==> config.mk <==
export PLATFORM = sky130hd
export DESIGN_NAME = interval_tick_timer
export DESIGN_NICKNAME = d
export VERILOG_FILES = /design/src/interval_tick_timer_pkg.sv /design/src/frac_div.sv /design/src/interval_tick_timer.sv /design/src/tick_gen.sv
export VERILOG_INCLUDE_DIRS = /design/src
export SDC_FILE = /design/constraint.sdc
export NUM_CORES = 1
export LEC_CHECK = 0
export ABC_AREA = 1
export BUFFER_PORTS_ARGS = -buffer_cell sky130_fd_sc_hd__buf_2
export CAP_MARGIN = 15
export CORE_MARGIN = 2
export CORE_UTILIZATION = 45
export CTS_BUF_LIST = sky130_fd_sc_hd__clkbuf_8 sky130_fd_sc_hd__clkbuf_16
export DETAILED_ROUTE_END_ITERATION = 10
export GPL_TIMING_DRIVEN = 0
export PLACE_DENSITY_LB_ADDON = 0.08
export SETUP_SLACK_MARGIN = 0.1
export SLEW_MARGIN = 10
export SYNTH_ARGS = -nofsm -noshare
export SYNTH_HDL_FRONTEND = slang
export SYNTH_SLANG_ARGS = --single-unit
==> constraint.sdc <==
create_clock -name pclk -period 9.2 [get_ports pclk]
set_input_delay 0.46 -clock pclk [delete_from_list [all_inputs] [get_ports pclk]]
set_output_delay 0.46 -clock pclk [all_outputs]
set_load 0.01 [all_outputs]
==> src/interval_tick_timer_regs.svh <==
// Register offsets, field positions and counts of the interval tick timer.
`ifndef INTERVAL_TICK_TIMER_REGS_SVH
`define INTERVAL_TICK_TIMER_REGS_SVH
`define ITT_ADDR_W 12
`define ITT_CTRL_OFS 12'h09C
`define ITT_SYSTEM_CLOCK_GENERATOR_CONTROL_OFS 12'h0A0
`define ITT_STAT_OFS 12'h0A4
`define ITT_MASK_OFS 12'h0A8
`define ITT_CTRL_RESET 8'h00
`define ITT_SYSTEM_CLOCK_GENERATOR_CONTROL_RESET 3'h0
`define ITT_FLAG_BIT 7
`define ITT_EN_BIT 6
`define ITT_CLR_BIT 5
`define ITT_SEL_MSB 2
`define ITT_SEL_LSB 0
`define ITT_DIV_MSB 2
`define ITT_DIV_LSB 0
`define ITT_TICKCLR_BIT 3
`define ITT_EV_W 2
`define ITT_EV_IVL_BIT 0
`define ITT_EV_100_BIT 1
`define ITT_TICK_OSC_DIV 8'h80
`define ITT_LONG_TICKS 5'h13
`define ITT_SHORT_TICKS 5'h12
`define ITT_SHORT_PHASE 2'h3
`define ITT_UNIT_HALF_TICKS 6'h19
`define ITT_UNIT_NUM_US 200
`define ITT_UNIT_DEN 3
`define ITT_IVL_400_US 400
`define ITT_IVL_800_US 800
`define ITT_IVL_1MS_US 1000
`define ITT_IVL_2MS_US 2000
`define ITT_IVL_5MS_US 5000
`endif

==> src/interval_tick_timer_pkg.sv <==
// Types shared by the interval tick timer files.
`default_nettype none
package interval_tick_timer_pkg;
	typedef enum logic [2:0] {
		SEL_OFF = 3'h0,
		SEL_100US = 3'h1,
		SEL_200US = 3'h2,
		SEL_400US = 3'h3,
		SEL_800US = 3'h4,
		SEL_1MS = 3'h5,
		SEL_2MS = 3'h6,
		SEL_5MS = 3'h7
	} interval_sel_t;
endpackage : interval_tick_timer_pkg
`default_nettype wire

==> src/frac_div.sv <==
// Fractional 100 us divider: tick spacing 19, 19, 19, 18.
`include "interval_tick_timer_regs.svh"
`default_nettype none
module frac_div (
	input wire logic pclk,
	input wire logic presetn,
	input wire logic clear,
	input wire logic tick,
	output logic pulse
);
	logic [4:0] cnt_reg;
	logic [1:0] phase_reg;
	wire [4:0] term = (phase_reg == `ITT_SHORT_PHASE) ? `ITT_SHORT_TICKS - 5'h01 : `ITT_LONG_TICKS - 5'h01;
	wire at_end = cnt_reg >= term;
	assign pulse = tick & at_end & ~clear;
	always_ff @(posedge pclk or negedge presetn) begin
		if (!presetn) begin
			cnt_reg <= '0;
			phase_reg <= '0;
		end else if (clear) begin
			cnt_reg <= '0;
			phase_reg <= '0;
		end else if (tick) begin
			cnt_reg <= at_end ? 5'h00 : cnt_reg + 5'h01;
			phase_reg <= at_end ? phase_reg + 2'h1 : phase_reg;
		end
	end
endmodule : frac_div
`default_nettype wire

==> src/interval_tick_timer.sv <==
// Interval tick timer with APB register access and interrupt.
// How it works
// - A tick is made at the oscillator rate over 128, whatever the system clock division.
// - The tick counter runs on the divided clock and its terminal count follows the division.
// - A three-bit select picks off, 100 us, 200 us, 400 us, 800 us, 1 ms, 2 ms or 5 ms.
// - The 100 us interval spaces pulses 19, 19, 19 then 18 ticks apart.
// - The 200 us interval alternates 38 and 37 ticks.
// - Intervals of 400 us, 800 us and 2 ms are evenly spaced; 1 ms and 5 ms alternate by one tick.
// - The flag in bit 7 is set per interval, never cleared by hardware, cleared by writing zero.
// - Enabling resumes the tick and lower divider from where they held; the upper stage runs from select 3 up.
// - The tick only runs while the enable bit is one.
// - Writing one to bit 5 clears the interval divider, which keeps running, and leaves the tick alone.
// - Writing one to the tick-clear bit of the clock generator register clears the tick counter only.
// - Control bits 4 and 3 read as zero and ignore writes.
// - The tick and the 100 us pulse leave as single-cycle enables on the system clock.
//
// The APB interface to the registers was decided locally.
`include "interval_tick_timer_regs.svh"
`default_nettype none
module interval_tick_timer (
	input wire logic pclk,
	input wire logic presetn,
	input wire logic psel,
	input wire logic penable,
	input wire logic pwrite,
	input wire logic [`ITT_ADDR_W-1:0] paddr,
	input wire logic [31:0] pwdata,
	input wire logic [3:0] pstrb,
	output logic [31:0] prdata,
	output logic pready,
	output logic pslverr,
	output logic irq,
	output logic tick_pulse,
	output logic pulse_100us
);
	// ------------------------------------------------------------
	// Bus decode
	// ------------------------------------------------------------
	// The access phase takes two cycles; the second has pready high.
	wire setup_done = psel & penable & ~pready;
	wire acc = psel & penable & pready;
	wire wr_acc = acc & pwrite & pstrb[0];
	wire hit_ctrl = paddr == `ITT_CTRL_OFS;
	wire hit_sys = paddr == `ITT_SYSTEM_CLOCK_GENERATOR_CONTROL_OFS;
	wire hit_stat = paddr == `ITT_STAT_OFS;
	wire hit_mask = paddr == `ITT_MASK_OFS;
	wire hit_any = hit_ctrl | hit_sys | hit_stat | hit_mask;
	wire ctrl_wr = wr_acc & hit_ctrl;
	wire sys_wr = wr_acc & hit_sys;
	wire mask_wr = wr_acc & hit_mask;
	wire stat_rd = acc & ~pwrite & hit_stat;

	// ------------------------------------------------------------
	// Control state
	// ------------------------------------------------------------
	logic flag_reg;
	logic en_reg;
	interval_tick_timer_pkg::interval_sel_t sel_reg;
	logic [2:0] div_reg;
	logic [`ITT_EV_W-1:0] stat_reg;
	logic [`ITT_EV_W-1:0] mask_reg;
	logic pair_reg;
	logic [4:0] unit_reg;
	logic [6:0] upper_reg;

	wire cnt_clear = ctrl_wr & pwdata[`ITT_CLR_BIT];
	wire tick_clear = sys_wr & pwdata[`ITT_TICKCLR_BIT];
	wire en_next = ctrl_wr ? pwdata[`ITT_EN_BIT] : en_reg;
	wire [2:0] sel_wdata = pwdata[`ITT_SEL_MSB:`ITT_SEL_LSB];
	wire [2:0] div_next = sys_wr ? pwdata[`ITT_DIV_MSB:`ITT_DIV_LSB] : div_reg;

	// ------------------------------------------------------------
	// Tick and 100 us stages
	// ------------------------------------------------------------
	logic tick;
	logic [1:0] half_step;
	logic p100;

	tick_gen #(
		.CNT_W(7)
	) u_tick (
		.pclk(pclk),
		.presetn(presetn),
		.run(en_reg),
		.clear(tick_clear),
		.div_sel(div_reg),
		.tick(tick),
		.half_step(half_step)
	);

	// The tick only advances while enabled, so this stage holds when disabled.
	frac_div u_frac (
		.pclk(pclk),
		.presetn(presetn),
		.clear(cnt_clear),
		.tick(tick),
		.pulse(p100)
	);

	// ------------------------------------------------------------
	// Upper stage
	// ------------------------------------------------------------
	// Counts units of 25 half ticks; every long interval is a whole number of them.
	wire upper_run = en_reg && (sel_reg >= interval_tick_timer_pkg::SEL_400US);
	wire [5:0] unit_sum = {1'b0, unit_reg} + {4'h0, half_step};
	wire unit_wrap = unit_sum >= `ITT_UNIT_HALF_TICKS;
	wire [5:0] unit_left = unit_wrap ? unit_sum - `ITT_UNIT_HALF_TICKS : unit_sum;
	wire [6:0] lim_400 = 7'(`ITT_IVL_400_US * `ITT_UNIT_DEN / `ITT_UNIT_NUM_US);
	wire [6:0] lim_800 = 7'(`ITT_IVL_800_US * `ITT_UNIT_DEN / `ITT_UNIT_NUM_US);
	wire [6:0] lim_1ms = 7'(`ITT_IVL_1MS_US * `ITT_UNIT_DEN / `ITT_UNIT_NUM_US);
	wire [6:0] lim_2ms = 7'(`ITT_IVL_2MS_US * `ITT_UNIT_DEN / `ITT_UNIT_NUM_US);
	wire [6:0] lim_5ms = 7'(`ITT_IVL_5MS_US * `ITT_UNIT_DEN / `ITT_UNIT_NUM_US);
	wire [6:0] upper_lim =
		(sel_reg == interval_tick_timer_pkg::SEL_400US) ? lim_400 :
		(sel_reg == interval_tick_timer_pkg::SEL_800US) ? lim_800 :
		(sel_reg == interval_tick_timer_pkg::SEL_1MS) ? lim_1ms :
		(sel_reg == interval_tick_timer_pkg::SEL_2MS) ? lim_2ms : lim_5ms;
	wire [6:0] upper_last = upper_lim - 7'h01;
	wire up_end = upper_run & unit_wrap & (upper_reg >= upper_last);

	// ------------------------------------------------------------
	// Interval pulse and flag
	// ------------------------------------------------------------
	// Pairs of 100 us periods give the 38 and 37 tick alternation.
	wire hit_100 = (sel_reg == interval_tick_timer_pkg::SEL_100US) & p100;
	wire hit_200 = (sel_reg == interval_tick_timer_pkg::SEL_200US) & p100 & pair_reg;
	wire ivl_hit = en_reg & (hit_100 | hit_200 | up_end);
	// A set in the same cycle as a software clear wins.
	wire flag_next = ivl_hit | (ctrl_wr ? flag_reg & pwdata[`ITT_FLAG_BIT] : flag_reg);

	// ------------------------------------------------------------
	// Interrupt status
	// ------------------------------------------------------------
	wire [`ITT_EV_W-1:0] events = {p100, ivl_hit};
	// Only bits that were returned by the read are cleared.
	wire [`ITT_EV_W-1:0] stat_clr = stat_rd ? prdata[`ITT_EV_W-1:0] : '0;
	wire [`ITT_EV_W-1:0] stat_next = (stat_reg & ~stat_clr) | events;
	wire [`ITT_EV_W-1:0] mask_next = mask_wr ? pwdata[`ITT_EV_W-1:0] : mask_reg;

	// ------------------------------------------------------------
	// Read data
	// ------------------------------------------------------------
	wire [7:0] ctrl_rd = {flag_reg, en_reg, 1'b0, 2'b00, sel_reg};
	wire [31:0] rd_mux =
		hit_ctrl ? {24'h000000, ctrl_rd} :
		hit_sys ? {29'h00000000, div_reg} :
		hit_stat ? {30'h00000000, stat_reg} :
		hit_mask ? {30'h00000000, mask_reg} : 32'h00000000;

	// ------------------------------------------------------------
	// Registers
	// ------------------------------------------------------------
	always_ff @(posedge pclk or negedge presetn) begin
		if (!presetn) begin
			pready <= 1'b0;
			pslverr <= 1'b0;
			prdata <= 32'h00000000;
		end else begin
			pready <= setup_done;
			pslverr <= setup_done & ~hit_any;
			prdata <= (setup_done & ~pwrite) ? rd_mux : 32'h00000000;
		end
	end

	always_ff @(posedge pclk or negedge presetn) begin
		if (!presetn) begin
			flag_reg <= 1'(`ITT_CTRL_RESET >> `ITT_FLAG_BIT);
			en_reg <= 1'b0;
			sel_reg <= interval_tick_timer_pkg::SEL_OFF;
			div_reg <= `ITT_SYSTEM_CLOCK_GENERATOR_CONTROL_RESET;
		end else begin
			flag_reg <= flag_next;
			en_reg <= en_next;
			sel_reg <= ctrl_wr ? interval_tick_timer_pkg::interval_sel_t'(sel_wdata) : sel_reg;
			div_reg <= div_next;
		end
	end

	always_ff @(posedge pclk or negedge presetn) begin
		if (!presetn) begin
			pair_reg <= 1'b0;
			unit_reg <= 5'h00;
			upper_reg <= 7'h00;
		end else if (cnt_clear) begin
			pair_reg <= 1'b0;
			unit_reg <= 5'h00;
			upper_reg <= 7'h00;
		end else begin
			pair_reg <= p100 ? ~pair_reg : pair_reg;
			unit_reg <= upper_run ? unit_left[4:0] : unit_reg;
			upper_reg <= (upper_run & unit_wrap) ? (up_end ? 7'h00 : upper_reg + 7'h01) : upper_reg;
		end
	end

	always_ff @(posedge pclk or negedge presetn) begin
		if (!presetn) begin
			stat_reg <= '0;
			mask_reg <= '0;
			irq <= 1'b0;
			tick_pulse <= 1'b0;
			pulse_100us <= 1'b0;
		end else begin
			stat_reg <= stat_next;
			mask_reg <= mask_next;
			irq <= |(stat_reg & mask_reg);
			tick_pulse <= tick;
			pulse_100us <= p100;
		end
	end
endmodule : interval_tick_timer
`default_nettype wire

==> src/tick_gen.sv <==
// Constant-rate tick generator clocked by the divided system clock.
`include "interval_tick_timer_regs.svh"
`default_nettype none
module tick_gen #(
	parameter int CNT_W = 7
) (
	input wire logic pclk,
	input wire logic presetn,
	input wire logic run,
	input wire logic clear,
	input wire logic [2:0] div_sel,
	output logic tick,
	output logic [1:0] half_step
);
	logic [CNT_W-1:0] cnt_reg;
	// Terminal count shrinks as the system clock is divided further.
	wire [CNT_W-1:0] term = CNT_W'((`ITT_TICK_OSC_DIV >> div_sel) - 8'h01);
	wire at_end = cnt_reg >= term;
	wire at_mid = (cnt_reg == (term >> 1)) && (term != '0);
	assign tick = run & at_end & ~clear;
	// At the deepest division one cycle is one tick, so it counts as two half ticks.
	assign half_step = (!run || clear) ? 2'h0 : (term == '0) ? 2'h2 : (at_end | at_mid) ? 2'h1 : 2'h0;
	always_ff @(posedge pclk or negedge presetn) begin
		if (!presetn) begin
			cnt_reg <= '0;
		end else if (clear) begin
			cnt_reg <= '0;
		end else if (run) begin
			cnt_reg <= at_end ? '0 : cnt_reg + 1'b1;
		end
	end
endmodule : tick_gen
`default_nettype wire
==> results of run 1 <==
placed cells by master, fill, tap and decap left out, types with 8 or more instances in the layout:
cell type	count
conb_1	28
inv_1	62
a21oi_1	14
o21ai_0	26
nand2_2	8
nand2_1	74
xor2_1	13
buf_4	27
nand4_1	13
ha_1	22
nor3_1	8
nand3_1	51
dfrtp_1	49
buf_2	37
nor2_1	26
o22ai_1	8
o21ai_2	10
power by group through the flow:
stage          Sequential [mW]  Combinational (mW)  Clock [mW]
2_1_floorplan            0.221              0.0179           0
3_3_place_gp             0.220              0.0305           0
3_5_place_dp             0.220              0.0317           0
4_1_cts                  0.216              0.0318       0.145
5_1_grt                  0.216              0.0356       0.155
6_report                 0.216              0.0317       0.140
cells by family after synthesis:
family | Yosys count | share of synthesized area, %
AOI/OAI and AO/OA | 67 | 11.1
xor gates and xnor gates | 18 | 4.62
adders and majority gates | 23 | 8.26
buffers and inverters | 100 | 13.8
DFF | 49 | 34.3
muxes | 1 | 0.315
other | 2 | 0.210
and+or+nand+nor | 197 | 27.3
worst register-to-register path, delay by kind of cell (launching register included):
kind                     cells  cell delay, ns
adder cells (fa/ha/maj)      5            1.55
AND/OR/NAND/NOR             15            1.46
flip-flops                   1            0.51
AO/OA/AOI/OAI                2            0.35
buffers and inverters        4            0.31
XOR/XNOR                     1            0.22
Yosys cell counts (all sizes together):
master / count
a21o: 1
a21oi: 15
a31oi: 1
buf: 31
clkinv: 1
conb: 2
dfrtp: 49
fa: 1
ha: 22
inv: 68
mux2: 1
nand2: 85
nand3: 52
nand3b: 2
nand4: 13
nor2: 30
nor3: 10
nor3b: 1
nor4: 4
o211ai: 2
o21ai: 39
o22ai: 8
o31ai: 1
xnor2: 4
xor2: 14
layout make-up:
| cell class | instances | area share [%] |
|---|---|---|
| Timing Repair Buffer | 35 | 4.65 |
| Inverter | 69 | 6.49 |
| Clock inverter | 3 | 0.704 |
| Clock buffer | 5 | 1.68 |
| Sequential cell | 49 | 30.0 |
| Buffer | 31 | 5.60 |
| Tap cell | 102 | 3.12 |
| Multi-Input combinational cell | 334 | 47.7 |
stage by stage:
stage | instances | area (sq um) | power (mW)
after global placement | 619 | 3970 | 0.251
after floorplan | 483 | 3670 | 0.238
final | 628 | 4090 | 0.387
after CTS | 628 | 4090 | 0.393
after global routing | 628 | 4090 | 0.407
after detailed placement | 620 | 3990 | 0.252
worst max-delay path by stage:
stage | endpoint | cells after the start | startpoint | slack (ns)
6_report | flag_reg | 27 | div_reg[1] | 4.68
5_1_grt | flag_reg | 27 | div_reg[1] | 4.29
4_1_cts | flag_reg | 27 | div_reg[1] | 4.64
3_5_place_dp | flag_reg | 27 | div_reg[1] | 4.68
3_3_place_gp | flag_reg | 27 | div_reg[1] | 4.81
2_1_floorplan | flag_reg | 28 | div_reg[0] | 5.34
per-layer routing:
metal / vias up / track usage (%) / share of wire (%)
met5: - / 0 / 0
met4: 0 / 4.53 / 0.94
met3: 6 / 2.98 / 4.0
met2: 52 / 32.1 / 48
met1: 1396 / 23.4 / 47
li1: 1589 / - / -
==> out/qor.csv, run 1 <==
metric,value,unit
relative slew slack,56.5,%
Syn. warnings,0,
largest net degree at the start of global routing,27,
FMAX,0.221,GHz
CP max stage cell,fa_1,
dpl hpwl,5930,microns
pre-CTS setup slack,4.68,ns
GRT Total Usage,18.3,%
first-pass GRT wire length,12800,microns
WS Path Type,register to register,
RSZ-0062 raised after global routing,false,
Worst R2R End,flag_reg,
Clock power frac,36.1,%
CTS Buf Count,5,
"CP delay by family, top",adder cells,
vias in the first global route,2865,
Setup Viol. Count Final,0,
RePlAce Congestion,0.862,
Cell variety after synth,41,
Pwr Density,94.8,nW/um^2
share of layout cells above drive strength 1,21.5,%
max-capacitance violation count,0,
# Post-CTS Setup Buffers,0,
core area,7730,sq um
Resized cells post-CTS,0,
post-synthesis sequential area ratio,34.3,%
Yosys top cell by area,dfrtp_1,
Max Buffers Root-to-Sink,2,
Hold WS,0.169,ns
post-route ant nets,0,
Critical Path Max Stage Delay,0.55,ns
die area,8670,sq um
P_sw,101,uW
Comb power frac,8.2,%
remaining routing DRC violations,0,
CTS root buffer,clkbuf_8,
WL/cell,11.9,microns
drt first pass iters,4,
mapped cell area,3570,sq um
hold_buf cts,0,
initial antenna violation count,0,
CTS Sinks,49,
drt initial violations,159,
Port Buffers,34,
Worst Reg-to-Reg Cells,27,
Skew-Pair Late Insertion Delay,0.31,ns
Clock Skew,0.0116,ns
standard-cell rows,32,
"top cells by area, synth","dfrtp_1 (34%), nand2_1 (7.8%), ha_1 (7.7%)",
"Buf+Inv Stages, Crit Path",4,
Final Max Slew Viols,0,
min cycle time layout,4.52,ns
R2R setup slack,4.68,ns
Final Util,52.9,%
filler cell count,756,
remaining global-route overflow,0,
nets@finish,601,
Die Ht,93.1,microns
outcome,completed,
P_leak,2.19,nW
CTS tree,done,
CP dominant cell by count,nand2_1,
crit share post-route,49.2,%
slew at the pin with the worst max-slew slack,0.652,ns
"Req. time, crit path",9.39,ns
H-tree Lvls,2,
routed vias,3043,
Area growth syn-to-layout,14.4,%
Boundary Pins,90,
Worst Setup End Kind,register,
switching part of the total,26.0,%
Initial Util,46.2,%
Synth top area share,34.3,%
die width,93.1,microns
crit-path max FO,8,
Vias/cell,4.85,
endpoints failing hold,0,
area of the multi-input gates,1950,sq um
r2r startpoint,div_reg[1],
Final TNS setup,0,ns
Worst-path clk slew,0.11,ns
DRT Wirelength,7470,microns
worst setup slack after layout,4.68,ns
Sequential Power Share,55.8,%
antenna cell count,0,
worst hold path type,input pin to async pin,
syn avg cell area,7.82,sq um
FF/Latch Area,1230,sq um
Startpoint Class,register,
Post-Syn Instances,457,
Max rail drop VDD,0.0559,mV
"Arr. time, crit path",4.71,ns
Int Power,286,uW
post-synthesis register bit count,49,
Power figures use the tool's default switching activity.
==> inputs of run 2 (changes only) <==
Clock period 9.2 ns to 3.95 ns, I/O delays scaled along.
==> run 2 against run 1 <==
Net effect:
- global-route usage is 0.73 points higher
- core utilization is 4.0 points higher
- non-clock buffer count is 23 higher
- clock skew is 0.0026 ns higher
- largest power group unchanged
- fmax is 18% higher
- power is 130% higher
- clock power is 120% higher
==> out/qor.csv, run 2 (same netlist as run 1, synthesis figures left out) <==
metric,value,unit,change
die area,8670,sq um,unchanged
Final Max Slew Viols,0,,unchanged
"Power, Total",882,uW,was 387 uW
switching part of the total,25.6,%,was 26.0%
drt first pass iters,4,,unchanged
Clock Skew,0.0141,ns,was 0.0116 ns
core area,7730,sq um,unchanged
Worst-path clk slew,0.10,ns,was 0.11 ns
CTS tree,done,,unchanged
RePlAce Congestion,0.824,,was 0.862
RSZ-0062 raised after global routing,true,,was false
drt initial violations,178,,was 159
DRT Wirelength,7830,microns,was 7470 microns
FMAX,0.261,GHz,was 0.221 GHz
endpoints failing hold,0,,unchanged
antenna cell count,0,,unchanged
"most common cell after layout, fill and taps aside",nand2_1,,unchanged
max-capacitance violation count,0,,unchanged
P_sw,225,uW,was 101 uW
Hold WS,0.116,ns,was 0.169 ns
largest net degree at the start of global routing,50,,was 27
filler cell count,718,,was 756
GRT Total Usage,19.0,%,was 18.3%
worst hold path type,input pin to register,,was input pin to async pin
CTS Sinks,49,,unchanged
post-route ant nets,0,,unchanged
dpl hpwl,5690,microns,was 5930 microns
pre-CTS setup slack,-0.491,ns,was 4.68 ns
share of layout cells above drive strength 1,28.6,%,was 21.5%
Vias/cell,4.81,,was 4.85
remaining routing DRC violations,0,,unchanged
"Req. time, crit path",4.14,ns,was 9.39 ns
Clock power frac,34.8,%,was 36.1%
Worst Setup End Kind,register,,unchanged
"Arr. time, crit path",4.03,ns,was 4.71 ns
Boundary Pins,90,,unchanged
worst setup slack after layout,0.115,ns,was 4.68 ns
routed vias,3133,,was 3043
CTS root buffer,clkbuf_8,,unchanged
min cycle time layout,3.83,ns,was 4.52 ns
Setup Viol. Count Final,0,,unchanged
Initial Util,46.2,%,unchanged
"commonest non-fill, non-tap cells in the layout","nand2_1 (70), inv_1 (59), buf_4 (50)",,"was nand2_1 (74), inv_1 (62), nand3_1 (51)"
outcome,completed,,unchanged
crit-path max FO,6,,was 8
Startpoint Class,register,,unchanged
Port Buffers,34,,unchanged
initial antenna violation count,0,,unchanged
Final Util,56.9,%,was 52.9%
Critical Path Max Stage Delay,0.58,ns,was 0.55 ns
H-tree Lvls,2,,unchanged
Max Buffers Root-to-Sink,2,,unchanged
die width,93.1,microns,unchanged
relative slew slack,56.5,%,about the same
Max rail drop VDD,0.149,mV,was 0.0559 mV
nets@finish,624,,was 601
standard-cell rows,32,,unchanged
Sequential Power Share,57.1,%,was 55.8%
WS Path Type,register to register,,unchanged
Int Power,656,uW,was 286 uW
remaining global-route overflow,0,,unchanged
P_leak,2.32,nW,was 2.19 nW
Pwr Density,201,nW/um^2,was 94.8 nW/um^2
WL/cell,12.0,microns,was 11.9 microns
vias in the first global route,3024,,was 2865
CP max stage cell,fa_2,,was fa_1
crit share post-route,97.1,%,was 49.2%
first-pass GRT wire length,13400,microns,was 12800 microns
Comb power frac,8.2,%,about the same
Skew-Pair Late Insertion Delay,0.31,ns,about the same
slew at the pin with the worst max-slew slack,0.652,ns,about the same
CTS Buf Count,5,,unchanged
Area growth syn-to-layout,23.0,%,was 14.4%
Die Ht,93.1,microns,unchanged
[run 2: cell types whose count changed in the layout (fill, tap and decap cells not counted), moves of 3 or more]
cell     change
buf_4       +23
ha_1         -6
ha_4         +4
inv_1        -3
inv_2        +3
nand2_1      -4
nand2_4      +3
o21ai_0      -5
o21ai_1      +4
[run 2: through the flow]
stage	instances	area [sq um]	setup TNS, ns
global route	651	4400	-1.08
global placement	619	3970	-4.25
detailed placement	619	3970	-5.00
floorplan	483	3670	0
CTS	645	4280	0
finish	651	4400	0
[run 2: area by class of cell]
class                           instances  area (sq um)  share of cell area, %
Tap cell                              102           128                   2.90
Clock inverter                          3          18.8                  0.427
Clock buffer                            5          68.8                   1.57
Multi-Input combinational cell        334          2090                   47.5
Inverter                               69           272                   6.18
Timing Repair Buffer                   58           359                   8.17
Buffer                                 31           235                   5.35
Sequential cell                        49          1230                   27.9
[run 2: per-layer routing]
| metal | global-route usage, % | part of all wire [%] |
|---|---|---|
| met1 | 25.0 | 49 |
| met2 | 33.0 | 47 |
| met3 | 2.66 | 3.4 |
| met4 | 4.78 | 0.93 |
| met5 | 0 | 0 |
[run 2: final timing paths]
| kind | slack (ns) | cells past startpoint | endpoint | from |
|---|---|---|---|---|
| max | 0.12 | 27 | upper_reg[3] | div_reg[0] |
| min | 0.12 | 3 | pready | penable |
| max reg2reg | 0.12 | 27 | upper_reg[3] | div_reg[0] |
| min reg2reg | 0.48 | 1 | pready | pready |
| max in group asynchronous | 3.02 | 2 | div_reg[1] | presetn |
| min in group asynchronous | 0.44 | 2 | upper_reg[1] | presetn |
[run 2: power by group through the flow]
stage               sequential [mW]  combinational (mW)  clock, mW
finish                        0.503              0.0721      0.306
global route                  0.503              0.0815      0.332
CTS                           0.503              0.0711      0.318
detailed placement            0.513              0.0708          0
global placement              0.513              0.0707          0
floorplan                     0.514              0.0417          0
[run 2: worst max-delay path: cells and delay by family, from the launching register on]
kind	cells	cell delay [ns]
buf+inv	4	0.28
simple gates	15	1.25
fa+ha+maj	5	1.42
xor+xnor	1	0.19
flops	1	0.38
compound gates	2	0.19
[run 2: what timing repair did]
item	CTS	global route
setup buffers	18	5
hold endpoints to repair	0	49
gates resized for setup	22	18
setup endpoints to repair	13	13
pin swaps	8	3
hold buffers	0	1
